==> config.mk <==
export PLATFORM = sky130hd
export DESIGN_NAME = cop_top
export DESIGN_NICKNAME = d
export VERILOG_FILES = /design/src/logic/cop_pkg.sv /design/src/logic/cop_top.sv /design/src/logic/cop_settle_timer.sv /design/src/logic/cop_divider.sv
export VERILOG_INCLUDE_DIRS = /design/src /design/src/logic
export SDC_FILE = /design/constraint.sdc
export NUM_CORES = 1
export LEC_CHECK = 0
export BUFFER_PORTS_ARGS = -buffer_cell sky130_fd_sc_hd__buf_2
export CORE_AREA = 4 4 101 103
export DETAILED_ROUTE_END_ITERATION = 8
export DIE_AREA = 0 0 105 107
export PLACE_DENSITY = 0.73
export SLEW_MARGIN = 20
export SYNTH_ARGS = -nofsm -noshare
export SYNTH_HDL_FRONTEND = slang
export SYNTH_SLANG_ARGS = --single-unit
==> constraint.sdc <==
create_clock -name clk_sys_in -period 3.1 [get_ports clk_sys_in]
set_input_delay 0.31 -clock clk_sys_in [delete_from_list [all_inputs] [get_ports clk_sys_in]]
set_output_delay 0.31 -clock clk_sys_in [all_outputs]
set_load 0.05 [all_outputs]
==> src/logic/cop_cfg.svh <==
// constants of the clock output prescaler: offsets, reset values, codes, timing
`ifndef COP_CFG_SVH
`define COP_CFG_SVH

// ***************************************************
// register indices (byte address is four times these)
// ***************************************************
`define COP_IDX_CTRL 6'h03
`define COP_IDX_OSC 6'h12
`define COP_IDX_STAT 6'h20

// ***************************************************
// reset values and codes
// ***************************************************
`define COP_CTRL_RST 8'h09
`define COP_OSC_RST 8'hF0
`define COP_RATE_OFF 3'h0
`define COP_RATE_1M 3'h1
`define COP_RATE_2M 3'h2
`define COP_RATE_4M 3'h3
`define COP_RATE_8M 3'h4
`define COP_RATE_16M 3'h5
`define COP_RATE_250K 3'h6
`define COP_RATE_62K5 3'h7
`define COP_MODE_XTAL 4'hF
`define COP_MODE_EXT 4'h4
`define COP_RESP_OKAY 2'h0
`define COP_RESP_SLVERR 2'h2

// ***************************************************
// oscillator edges per output half period, minus one
// ***************************************************
`define COP_HALF_16M 8'h00
`define COP_HALF_8M 8'h01
`define COP_HALF_4M 8'h03
`define COP_HALF_2M 8'h07
`define COP_HALF_1M 8'h0F
`define COP_HALF_250K 8'h3F
`define COP_HALF_62K5 8'hFF

// ***************************************************
// timing
// ***************************************************
`define COP_CLK_MHZ 40
`define COP_SETTLE_NS 330000
`define COP_SETTLE_CYC ((`COP_SETTLE_NS * `COP_CLK_MHZ + 999) / 1000)

`endif

==> src/logic/cop_pkg.sv <==
// types shared by the clock output prescaler files
package cop_pkg;
  typedef logic [2:0] cop_rate_t;

  // pad and clock output control register layout, msb first
  typedef struct packed {
    logic [1:0] pad_io;
    logic [1:0] drive;
    logic defer;
    cop_rate_t rate;
  } cop_ctrl_s;

  // oscillator control register layout
  typedef struct packed {
    logic [3:0] mode;
    logic [3:0] trim;
  } cop_osc_s;

  // held write data beat
  typedef struct packed {
    logic [7:0] data;
    logic strb;
  } cop_wbuf_s;

  // oscillator wake states, gray along run, sleep, settle
  typedef enum logic [1:0] {
    COP_ST_RUN = 2'b00,
    COP_ST_SLEEP = 2'b01,
    COP_ST_SETTLE = 2'b11
  } cop_state_e;
endpackage

==> src/logic/cop_top.sv <==
// clock output prescaler: register slave, rate update scheme, pad controls
`timescale 1ns/1ps
`include "cop_cfg.svh"
module cop_top #(
  parameter int SETTLE_CYCLES = `COP_SETTLE_CYC
) (
  input wire logic clk_sys_in,
  input wire logic rst_b_in,
  input wire logic por_b_in,
  input wire logic osc_edge_in,
  input wire logic sleep_in,
  input wire logic [7:0] s_axi_awaddr_in,
  input wire logic [2:0] s_axi_awprot_in,
  input wire logic s_axi_awvalid_in,
  output logic s_axi_awready_out,
  input wire logic [31:0] s_axi_wdata_in,
  input wire logic [3:0] s_axi_wstrb_in,
  input wire logic s_axi_wvalid_in,
  output logic s_axi_wready_out,
  output logic [1:0] s_axi_bresp_out,
  output logic s_axi_bvalid_out,
  input wire logic s_axi_bready_in,
  input wire logic [7:0] s_axi_araddr_in,
  input wire logic [2:0] s_axi_arprot_in,
  input wire logic s_axi_arvalid_in,
  output logic s_axi_arready_out,
  output logic [31:0] s_axi_rdata_out,
  output logic [1:0] s_axi_rresp_out,
  output logic s_axi_rvalid_out,
  input wire logic s_axi_rready_in,
  output logic ref_clock_out,
  output logic [1:0] clkout_drive_sel_out,
  output logic [1:0] pad_io_drive_out,
  output logic [3:0] osc_source_mode_out,
  output logic [3:0] osc_load_trim_out,
  output logic crystal_osc_en_out,
  output logic osc_settled_out
);
  // ***************************************************
  // declarations
  // ***************************************************
  logic aw_held, next_aw_held;
  logic [7:0] aw_addr, next_aw_addr;
  logic w_held, next_w_held;
  cop_pkg::cop_wbuf_s wbuf, next_wbuf;
  logic bvalid, next_bvalid;
  logic [1:0] bresp, next_bresp;
  logic rvalid, next_rvalid;
  logic [7:0] rdata, next_rdata;
  logic [1:0] rresp, next_rresp;
  logic wr_fire;
  logic wr_hit;
  logic wr_ctrl;
  logic wr_osc;
  logic rd_fire;
  logic [7:0] rd_mux;
  logic rd_hit;
  cop_pkg::cop_ctrl_s ctrl, next_ctrl;
  cop_pkg::cop_ctrl_s wr_ctrl_val;
  cop_pkg::cop_osc_s osc, next_osc;
  cop_pkg::cop_rate_t active_rate, next_active_rate;
  cop_pkg::cop_rate_t cur_rate;
  logic wake;
  logic settled;
  logic [7:0] addr_ctrl;
  logic [7:0] addr_osc;
  logic [7:0] addr_stat;

  // byte addresses are four times the register index
  assign addr_ctrl = {`COP_IDX_CTRL, 2'b00};
  assign addr_osc = {`COP_IDX_OSC, 2'b00};
  assign addr_stat = {`COP_IDX_STAT, 2'b00};

  // ***************************************************
  // axi4-lite write channel
  // ***************************************************
  // address and data are held apart so they may arrive in any order
  assign s_axi_awready_out = !aw_held;
  assign s_axi_wready_out = !w_held;
  assign wr_fire = aw_held && w_held && !bvalid;

  // write decode
  always_comb begin
    wr_hit = 1'b0;
    wr_ctrl = 1'b0;
    wr_osc = 1'b0;
    if (aw_addr == addr_ctrl) begin
      wr_hit = 1'b1;
      wr_ctrl = wr_fire && wbuf.strb;
    end else if (aw_addr == addr_osc) begin
      wr_hit = 1'b1;
      wr_osc = wr_fire && wbuf.strb;
    end
  end

  // next write channel state
  always_comb begin
    next_aw_held = aw_held;
    next_aw_addr = aw_addr;
    next_w_held = w_held;
    next_wbuf = wbuf;
    next_bvalid = bvalid;
    next_bresp = bresp;
    if (s_axi_awvalid_in && !aw_held) begin
      next_aw_held = 1'b1;
      next_aw_addr = s_axi_awaddr_in;
    end
    if (s_axi_wvalid_in && !w_held) begin
      next_w_held = 1'b1;
      next_wbuf.data = s_axi_wdata_in[7:0];
      next_wbuf.strb = s_axi_wstrb_in[0];
    end
    if (wr_fire) begin
      next_aw_held = 1'b0;
      next_w_held = 1'b0;
      next_bvalid = 1'b1;
      next_bresp = wr_hit ? `COP_RESP_OKAY : `COP_RESP_SLVERR;
    end else if (bvalid && s_axi_bready_in) begin
      next_bvalid = 1'b0;
    end
  end

  // write channel registers
  always_ff @(posedge clk_sys_in or negedge rst_b_in) begin
    if (!rst_b_in) begin
      aw_held <= 1'b0;
      aw_addr <= 8'h00;
      w_held <= 1'b0;
      wbuf <= '0;
      bvalid <= 1'b0;
      bresp <= `COP_RESP_OKAY;
    end else begin
      aw_held <= next_aw_held;
      aw_addr <= next_aw_addr;
      w_held <= next_w_held;
      wbuf <= next_wbuf;
      bvalid <= next_bvalid;
      bresp <= next_bresp;
    end
  end

  assign s_axi_bvalid_out = bvalid;
  assign s_axi_bresp_out = bresp;

  // ***************************************************
  // axi4-lite read channel
  // ***************************************************
  // one read in flight; a new address waits until the answer is taken
  assign s_axi_arready_out = !rvalid;
  assign rd_fire = s_axi_arvalid_in && !rvalid;

  // read decode; the status word shows live wake state and running rate
  always_comb begin
    rd_mux = 8'h00;
    rd_hit = 1'b1;
    if (s_axi_araddr_in == addr_ctrl) begin
      rd_mux = ctrl;
    end else if (s_axi_araddr_in == addr_osc) begin
      rd_mux = osc;
    end else if (s_axi_araddr_in == addr_stat) begin
      rd_mux = {4'h0, cur_rate, settled};
    end else begin
      rd_hit = 1'b0;
    end
  end

  // next read channel state
  always_comb begin
    next_rvalid = rvalid;
    next_rdata = rdata;
    next_rresp = rresp;
    if (rd_fire) begin
      next_rvalid = 1'b1;
      next_rdata = rd_mux;
      next_rresp = rd_hit ? `COP_RESP_OKAY : `COP_RESP_SLVERR;
    end else if (rvalid && s_axi_rready_in) begin
      next_rvalid = 1'b0;
    end
  end

  // read channel registers
  always_ff @(posedge clk_sys_in or negedge rst_b_in) begin
    if (!rst_b_in) begin
      rvalid <= 1'b0;
      rdata <= 8'h00;
      rresp <= `COP_RESP_OKAY;
    end else begin
      rvalid <= next_rvalid;
      rdata <= next_rdata;
      rresp <= next_rresp;
    end
  end

  assign s_axi_rvalid_out = rvalid;
  assign s_axi_rdata_out = {24'h000000, rdata};
  assign s_axi_rresp_out = rresp;

  // ***************************************************
  // control registers
  // ***************************************************
  assign wr_ctrl_val = wbuf.data;

  // software fields; byte lane zero carries the whole register
  always_comb begin
    next_ctrl = ctrl;
    next_osc = osc;
    if (wr_ctrl) begin
      next_ctrl = wr_ctrl_val;
    end
    if (wr_osc) begin
      next_osc = wbuf.data;
    end
  end

  // ordinary reset returns the fields, rate reads back as one
  always_ff @(posedge clk_sys_in or negedge rst_b_in) begin
    if (!rst_b_in) begin
      ctrl <= `COP_CTRL_RST;
      osc <= `COP_OSC_RST;
    end else begin
      ctrl <= next_ctrl;
      osc <= next_osc;
    end
  end

  // ***************************************************
  // rate update scheme
  // ***************************************************
  // the rate that drives the pin lives in the power on domain, so a plain
  // reset leaves it alone; a sleep exit reloads it from the field, which
  // after a reset without rewrite means falling back to 1 MHz
  always_comb begin
    next_active_rate = active_rate;
    if (wake) begin
      next_active_rate = ctrl.rate;
    end
    if (wr_ctrl && (!ctrl.defer || ctrl.rate == `COP_RATE_OFF)) begin
      next_active_rate = wr_ctrl_val.rate;
    end
  end

  // active rate register, untouched by the ordinary reset
  always_ff @(posedge clk_sys_in or negedge por_b_in) begin
    if (!por_b_in) begin
      active_rate <= `COP_RATE_1M;
    end else begin
      active_rate <= next_active_rate;
    end
  end

  // ***************************************************
  // oscillator wake and prescaler
  // ***************************************************
  cop_settle_timer #(
    .SETTLE_CYCLES(SETTLE_CYCLES)
  ) u_settle (
    .clk_sys_in(clk_sys_in),
    .rst_b_in(rst_b_in),
    .sleep_in(sleep_in),
    .wake_out(wake),
    .settled_out(settled)
  );

  // pin held low until the oscillator has settled
  cop_divider u_div (
    .clk_sys_in(clk_sys_in),
    .por_b_in(por_b_in),
    .osc_edge_in(osc_edge_in),
    .hold_low_in(!settled),
    .rate_in(active_rate),
    .clk_out(ref_clock_out),
    .cur_rate_out(cur_rate)
  );

  // ***************************************************
  // pad and oscillator controls
  // ***************************************************
  // all but osc_settled_out come from register bits, crystal_osc_en_out decoded from osc.mode, so they stand still between writes
  assign clkout_drive_sel_out = ctrl.drive;
  assign pad_io_drive_out = ctrl.pad_io;
  assign osc_source_mode_out = osc.mode;
  assign osc_load_trim_out = osc.trim;
  assign crystal_osc_en_out = (osc.mode == `COP_MODE_XTAL);
  assign osc_settled_out = settled;
endmodule

==> src/logic/cop_settle_timer.sv <==
// sleep tracking and oscillator settle timer
`timescale 1ns/1ps
`include "cop_cfg.svh"
module cop_settle_timer #(
  parameter int SETTLE_CYCLES = `COP_SETTLE_CYC
) (
  input wire logic clk_sys_in,
  input wire logic rst_b_in,
  input wire logic sleep_in,
  output logic wake_out,
  output logic settled_out
);
  cop_pkg::cop_state_e state, next_state;
  logic [15:0] cnt, next_cnt;

  // next state: sleep, then count the settle interval after leaving it
  always_comb begin
    next_state = state;
    next_cnt = cnt;
    case (state)
      cop_pkg::COP_ST_RUN: begin
        if (sleep_in) begin
          next_state = cop_pkg::COP_ST_SLEEP;
        end
      end
      cop_pkg::COP_ST_SLEEP: begin
        next_cnt = 16'h0000;
        if (!sleep_in) begin
          next_state = cop_pkg::COP_ST_SETTLE;
        end
      end
      cop_pkg::COP_ST_SETTLE: begin
        if (sleep_in) begin
          next_state = cop_pkg::COP_ST_SLEEP;
        end else if (cnt == 16'(SETTLE_CYCLES - 1)) begin
          next_state = cop_pkg::COP_ST_RUN;
        end else begin
          next_cnt = cnt + 16'h0001;
        end
      end
      default: begin
        next_state = cop_pkg::COP_ST_RUN;
      end
    endcase
  end

  // state registers
  always_ff @(posedge clk_sys_in or negedge rst_b_in) begin
    if (!rst_b_in) begin
      state <= cop_pkg::COP_ST_RUN;
      cnt <= 16'h0000;
    end else begin
      state <= next_state;
      cnt <= next_cnt;
    end
  end

  // wake is the single cycle in which sleep is left
  assign wake_out = (state == cop_pkg::COP_ST_SLEEP) && !sleep_in;
  assign settled_out = (state == cop_pkg::COP_ST_RUN);
endmodule

==> src/logic/cop_divider.sv <==
// prescaler from oscillator edge ticks to the clock output pin, glitch free across rate switches
`timescale 1ns/1ps
`include "cop_cfg.svh"
module cop_divider (
  input wire logic clk_sys_in,
  input wire logic por_b_in,
  input wire logic osc_edge_in,
  input wire logic hold_low_in,
  input wire cop_pkg::cop_rate_t rate_in,
  output logic clk_out,
  output cop_pkg::cop_rate_t cur_rate_out
);
  cop_pkg::cop_rate_t cur_rate, next_cur_rate;
  logic [7:0] cnt, next_cnt;
  logic out_q, next_out_q;
  logic [7:0] half;

  // half period length for the rate now running
  always_comb begin
    case (cur_rate)
      `COP_RATE_1M: half = `COP_HALF_1M;
      `COP_RATE_2M: half = `COP_HALF_2M;
      `COP_RATE_4M: half = `COP_HALF_4M;
      `COP_RATE_8M: half = `COP_HALF_8M;
      `COP_RATE_16M: half = `COP_HALF_16M;
      `COP_RATE_250K: half = `COP_HALF_250K;
      `COP_RATE_62K5: half = `COP_HALF_62K5;
      default: half = `COP_HALF_1M;
    endcase
  end

  // a new rate is taken only while the pin is idle low or at the end of a
  // full period, so a rate switch never sends a short pulse to the host
  always_comb begin
    next_cur_rate = cur_rate;
    next_cnt = cnt;
    next_out_q = out_q;
    if (hold_low_in) begin
      next_out_q = 1'b0;
      next_cnt = 8'h00;
    end else if (osc_edge_in) begin
      if (cur_rate == `COP_RATE_OFF) begin
        next_out_q = 1'b0;
        next_cnt = 8'h00;
        next_cur_rate = rate_in;
      end else if (cnt == half) begin
        next_cnt = 8'h00;
        next_out_q = !out_q;
        if (out_q) begin
          next_cur_rate = rate_in;
        end
      end else begin
        next_cnt = cnt + 8'h01;
      end
    end
  end

  // only power on clears the divider, so a plain reset keeps the clock
  always_ff @(posedge clk_sys_in or negedge por_b_in) begin
    if (!por_b_in) begin
      cur_rate <= `COP_RATE_1M;
      cnt <= 8'h00;
      out_q <= 1'b0;
    end else begin
      cur_rate <= next_cur_rate;
      cnt <= next_cnt;
      out_q <= next_out_q;
    end
  end

  assign clk_out = out_q;
  assign cur_rate_out = cur_rate;
endmodule

== Yosys cells after proc, flatten, opt, wreduce, memory -nomap -nowiden ==
Cells that the tools add are included.

* Add/sub/neg operators: 2
* $mul: 0
* Divide/modulo/power cells: 0
* $lt $le $gt $ge: 0
* Equality and inequality tests: 23
* Shifts and indexed selects: 0
* Multiplexer cells: 43
* Bitwise logic cells: 0
* Reductions and logical operators: 33

{| class="wikitable"
|+ Operator list
! kind !! count
|-
| 2-to-1 mux 8 bit || 6
|-
| one-hot mux 8 bit (6 select lines) || 1
|-
| 2-to-1 mux 16 bit || 2
|-
| one-hot mux 16 bit (2 select lines) || 1
|-
| 2-to-1 mux 1 bit || 20
|-
| adder 16 x 1 -> 16 bit, second input constant || 1
|-
| == test 16 x 14 -> 1 bit, second input constant || 1
|-
| == test 8 x 4 -> 1 bit, second input constant || 2
|-
| == test 8 x 7 -> 1 bit, second input constant || 2
|-
| nonzero test 2 bit || 8
|-
| 2-to-1 mux 3 bit || 5
|-
| == test 3 bit, second input constant || 4
|-
| 2-to-1 mux 2 bit || 6
|-
| logical AND 1 bit || 10
|-
| inequality test 2 bit, second input constant || 5
|-
| adder 8 x 1 -> 8 bit, second input constant || 1
|-
| == test 8 bit || 1
|-
| == test 8 bit, second input constant || 1
|-
| logical NOT 1 bit || 7
|-
| == test 3 x 2 -> 1 bit, second input constant || 2
|-
| logical NOT 3 bit || 2
|-
| one-hot mux 2 bit (3 select lines) || 1
|-
| AND reduction 3 bit || 2
|-
| == test 4 bit, second input constant || 1
|-
| other kinds (9) || 9
|}

* Bits in registers: 82
* Latch bits: 0
* RAM bits: 0
* ROM bits: 0
* Input port bits: 68
* Output and inout port bits: 56
* Memories kept: 0

== Longest topological paths before layout ==
* Depth in word-level cells: 7
* Depth in mapped cells: 8

== By module ==
Synthesis repeated with hierarchy kept, for this count alone.

* Cell total of the unflattened synthesis: 409
* Area, all modules: 4,430.5 um2

{| class="wikitable"
|+ By module, submodules not included
! module !! instances !! cells each !! area each (um2)
|-
| cop_top || 1 || 190 || 2,393.5
|-
| cop_settle_timer || 1 || 120 || 1,104.8
|-
| cop_divider || 1 || 99 || 932.1
|}

== Least setup slack after synthesis ==
Ideal clock, no wire load.

* Path type: reg2reg
* Start point: reg u_div.cur_rate[1], in the netlist u_div.cur_rate_out[1]
* End point: reg u_div.out_q, in the netlist u_div.clk_out
* Arrival time: 2.206 ns
* Data required time: 3.018 ns
* Setup slack: 0.812 ns
* Stages on the path, launching flop included: 7
* Cell sequence: dfrtp_1 > ha_1 > or3_1 > a211oi_2 > o2111ai_2 > or4_1 > a31oi_1

* Longest elaborated chain between the ends: 5
* Elaborated cells on any way between the ends: 14
* Those cells by class: eq/ne: 8; mux: 4; reduce/logical: 2

{| class="wikitable"
|+ Ends and longest elaborated chain
! what !! line !! source
|-
| start, declared || cop_divider.sv:13 || <nowiki>cop_pkg::cop_rate_t cur_rate, next_cur_rate;</nowiki>
|-
| start signal, assigned || cop_divider.sv:61 || <nowiki>cur_rate <= `COP_RATE_1M;</nowiki>
|-
| start signal, assigned || cop_divider.sv:65 || <nowiki>cur_rate <= next_cur_rate;</nowiki>
|-
| == test 3 bit / == test 3 x 2 -> 1 bit (equally long branches) || cop_divider.sv:20 || <nowiki>case (cur_rate)</nowiki>
|-
| one-hot mux 8 bit (6 select lines) || cop_divider.sv:20 ||
|-
| == test 8 bit || cop_divider.sv:46 || <nowiki>end else if (cnt == half) begin</nowiki>
|-
| inequality test 3 x 1 -> 1 bit (no source line) || n/a ||
|-
| AND reduction 2 bit (no source line) || n/a ||
|-
| end signal, assigned || cop_divider.sv:67 || <nowiki>out_q <= next_out_q;</nowiki>
|-
| end, declared || cop_divider.sv:15 || <nowiki>logic out_q, next_out_q;</nowiki>
|}

Several ways; a longest one is shown, not always the timed one. The select of a mux whose other input is x is not followed.
A chain may end at the register's enable or synchronous reset.

== Worst setup path in the final report ==
Ends and elaborated chain as after synthesis.

==> results.ini <==
[drt]
routed_wl_microns = 8390
drt-vias-per-instance = 5.30
drcViolationCount = 0
firstDrtPassIters = 4
antenna_left = 0
initialDrtViolationCount = 123
wire_per_inst_microns = 15.0
num_vias = 2974

[critical_path]
path_cells = inv_1 > ha_1 > or2_2 > nor4_1 > o2111ai_2 > or4_1 > a31oi_1
slowest_stage = or4_1
critPathTopFamily = simple AND/OR/NAND/NOR gates
cp-start-kind = flip-flop
cp-end-kind = flip-flop
path_max_fanout = 10
required_ps = 3380
criticalPathCategory = flip-flop to flip-flop
path_buf_inv = 1
cp_data_arrival_time_ps = 2960
crit_path_max_incr_delay_ps = 580

[die]
initial_core_util_pct = 44.4
chipHeight_microns = 107
rows = 35
die_area_sq_um = 11200
core_area_sq_um = 9200
dieWidth_microns = 105
io-pin-count = 124

[placement]
place_congestion = 0.857
port_buffers = 64
place_hpwl_microns = 6160
placed_cells = 543

[yosys]
synth_compound_area_share_pct = 9.15
synthArstFlopShare_pct = 100
muxShareOfSynthArea_pct = 11.3
synthTopCellsByArea = dfrtp_1 44%, mux2_2 11%, buf_4 5.5%, dfstp_2 5.1%, nor2_1 2.6%
synth_largest_area_cell = dfrtp_1
ys_warn_count = 0
netlist.area_leader.share_pct = 44.1
yosys.area_share.simple_pct = 17.8
synthAdderAreaFrac_pct = 1.84
synthXorXnorAreaFrac_pct = 2.79
syn_area_per_cell_sq_um = 10.7
yosysSeqAreaShare_pct = 49.2
ys_seq_elements = 80
synth_cell_type_count = 53
ys_dominant_reg_cell = dfrtp_1
synth_area_sq_um = 4090
synth_top_family_by_area = simple AND/OR/NAND/NOR gates
synth_edf_count = 0
synth_cells = 381

[sta]
min_period_over_period_pct = 86.5
drv_slew = 0
rsz0062_at_grt = false
tightest_slew_ps = 969
relSlewSlack_pct = 35.3
worst_clock_skew_ps = 11.7
fmax_ghz = 0.373
hold_viol_final = 0
setup_tns_ps = 0
fin_crit_ps = 2680
setup_viol = 0

[grt]
grt_max_degree = 49
grt_pass1_vias = 2966
antenna_found_initial = 2
grt_overflow = 0
grt_use_total_pct = 15.7
grt_first_pass_wirelength_microns = 14300

[cts]
clock_sinks = 80
htree_num_levels = 3
root_buffer = clkbuf_8
clk_path_buf_depth = 2
cts_tree = yes
cts_setup_buffers = 0
clock_latency_ps = 350
cts_made_buffers = 9
path_clk_slew_ps = 90

[power]
power_density_nw_per_um2 = 653
power.total_mw = 3.01
leakage_nw = 2.09
ir_worst_vdd_mv = 0.512

[layout]
area.growth.synth_to_final_pct = 12.9
fin_cells = 561
drive_gt1_share_pct = 32.0
num-nets-final = 519
diodes = 0
utilization_pct = 50.2

[outcome]
outcome = complete, no violations

[job]
max-cap-violations = 0

[hold_path]
hold_path_class = primary input to flip-flop

-- cell type report --
type | count | area [sq um]
Inverter | 15 | 56.3
Multi-Input combinational cell | 271 | 1850
Clock inverter | 7 | 77.6
Sequential cell | 80 | 2010
Tap cell | 111 | 139
Fill cell | 822 | 4580
Clock buffer | 9 | 124
Timing Repair Buffer | 68 | 355
-- placed cells by master, fill, tap and decap left out, drive strengths merged, types with 2 or more instances in the layout --
| cell type | n |
|---|---|
| dfrtp | 72 |
| buf | 66 |
| mux2 | 40 |
| nor2 | 28 |
| conb | 26 |
| nand2 | 20 |
| inv | 16 |
| nor3 | 16 |
| a21oi | 15 |
| nand3 | 12 |
| xnor2 | 12 |
| clkbuf | 9 |
| or3 | 9 |
| nor2b | 8 |
| o21ai | 8 |
| a22oi | 8 |
| dfstp | 8 |
| a31oi | 7 |
| nand4 | 7 |
| nor4 | 7 |
| ha | 6 |
| and3 | 5 |
| or2 | 4 |
| clkinv | 4 |
| or4 | 3 |
| a22o | 3 |
| nand2b | 3 |
| nor3b | 2 |
| o211ai | 2 |
| a32o | 2 |
| o221ai | 2 |
| dlygate4sd3 | 2 |
| or4b | 2 |
-- synth_stat cells (all sizes together) (2+ instances only) --
library cell and instances:
nand3 12, nor3 16, buf 31, dfrtp 72, or3 9, nor3b 2
o21ai 8, nor2b 8, inv 14, nand2b 3, xnor2 12, a22o 3
nand4 7, o221ai 2, nor2 28, nor4 7, dfstp 8, and3 5
nand2 20, clkbuf 9, a22oi 8, a31oi 7, ha 6, a21oi 15
or2 4, or4 3, mux2 40, or4b 2, o211ai 2, a32o 2
-- what timing repair did --
action	4_1_cts	5_1_grt
hold endpoints to repair	30	0
gates resized for setup	0	0
hold buffers	2	0
-- through the flow --
step	worst slack (ps)	instance area (sq um)	hold slack (ps)
floorplan	812	4180	14.4
global placement	618	4390	229
detailed placement	460	4390	236
CTS	414	4610	94.2
global route	268	4610	115
finish	418	4610	108
-- routing by layer --
metal | share of wire (%) | GRT usage (%)
met1 | 45 | 20.3
met2 | 47 | 24.7
met3 | 6.2 | 4.33
met4 | 1.9 | 6.56
met5 | 0.27 | 0
-- kinds of logic after synthesis --
family | Yosys count
and+or+nand+nor | 130
DFF | 80
AOI/OAI and AO/OA | 55
buffers and inverters | 55
muxes | 41
xor gates and xnor gates | 13
adders and majority gates | 6
other | 1
-- report_power, final --
part	switching (mW)	internal [mW]	leakage, nW
clock	0.406	0.379	0.100
combinational	0.537	0.274	0.978
sequential	0.161	1.26	1.01
total	1.10	1.91	2.09
-- path summary, 6_finish.rpt --
check | start | end | slack [ps] | cells past startpoint
worst max-delay path | u_div.cur_rate_out[1] | u_div.clk_out | 420 | 7
worst min-delay path | s_axi_rready_in | s_axi_rvalid_out | 110 | 2
worst max register to register | u_div.cur_rate_out[1] | u_div.clk_out | 420 | 7
worst min register to register | active_rate[2] | u_div.cur_rate_out[2] | 500 | 1
max in group asynchronous | rst_b_in | u_settle.state[0] | 1750 | 3
min in group asynchronous | por_b_in | active_rate[1] | 390 | 2
-- sequential cells by signal, indices dropped and copies added (netlist names), 3 cells and up --
signal / cells
aw_addr: 8
ctrl: 4
u_settle.cnt: 16
osc_source_mode_out: 4
u_div.cur_rate_out: 3
rdata: 8
active_rate: 3
wr_ctrl_val: 8
u_div.cnt: 8
osc_load_trim_out: 4
Note: power is estimated with default switching activity, not from simulation.
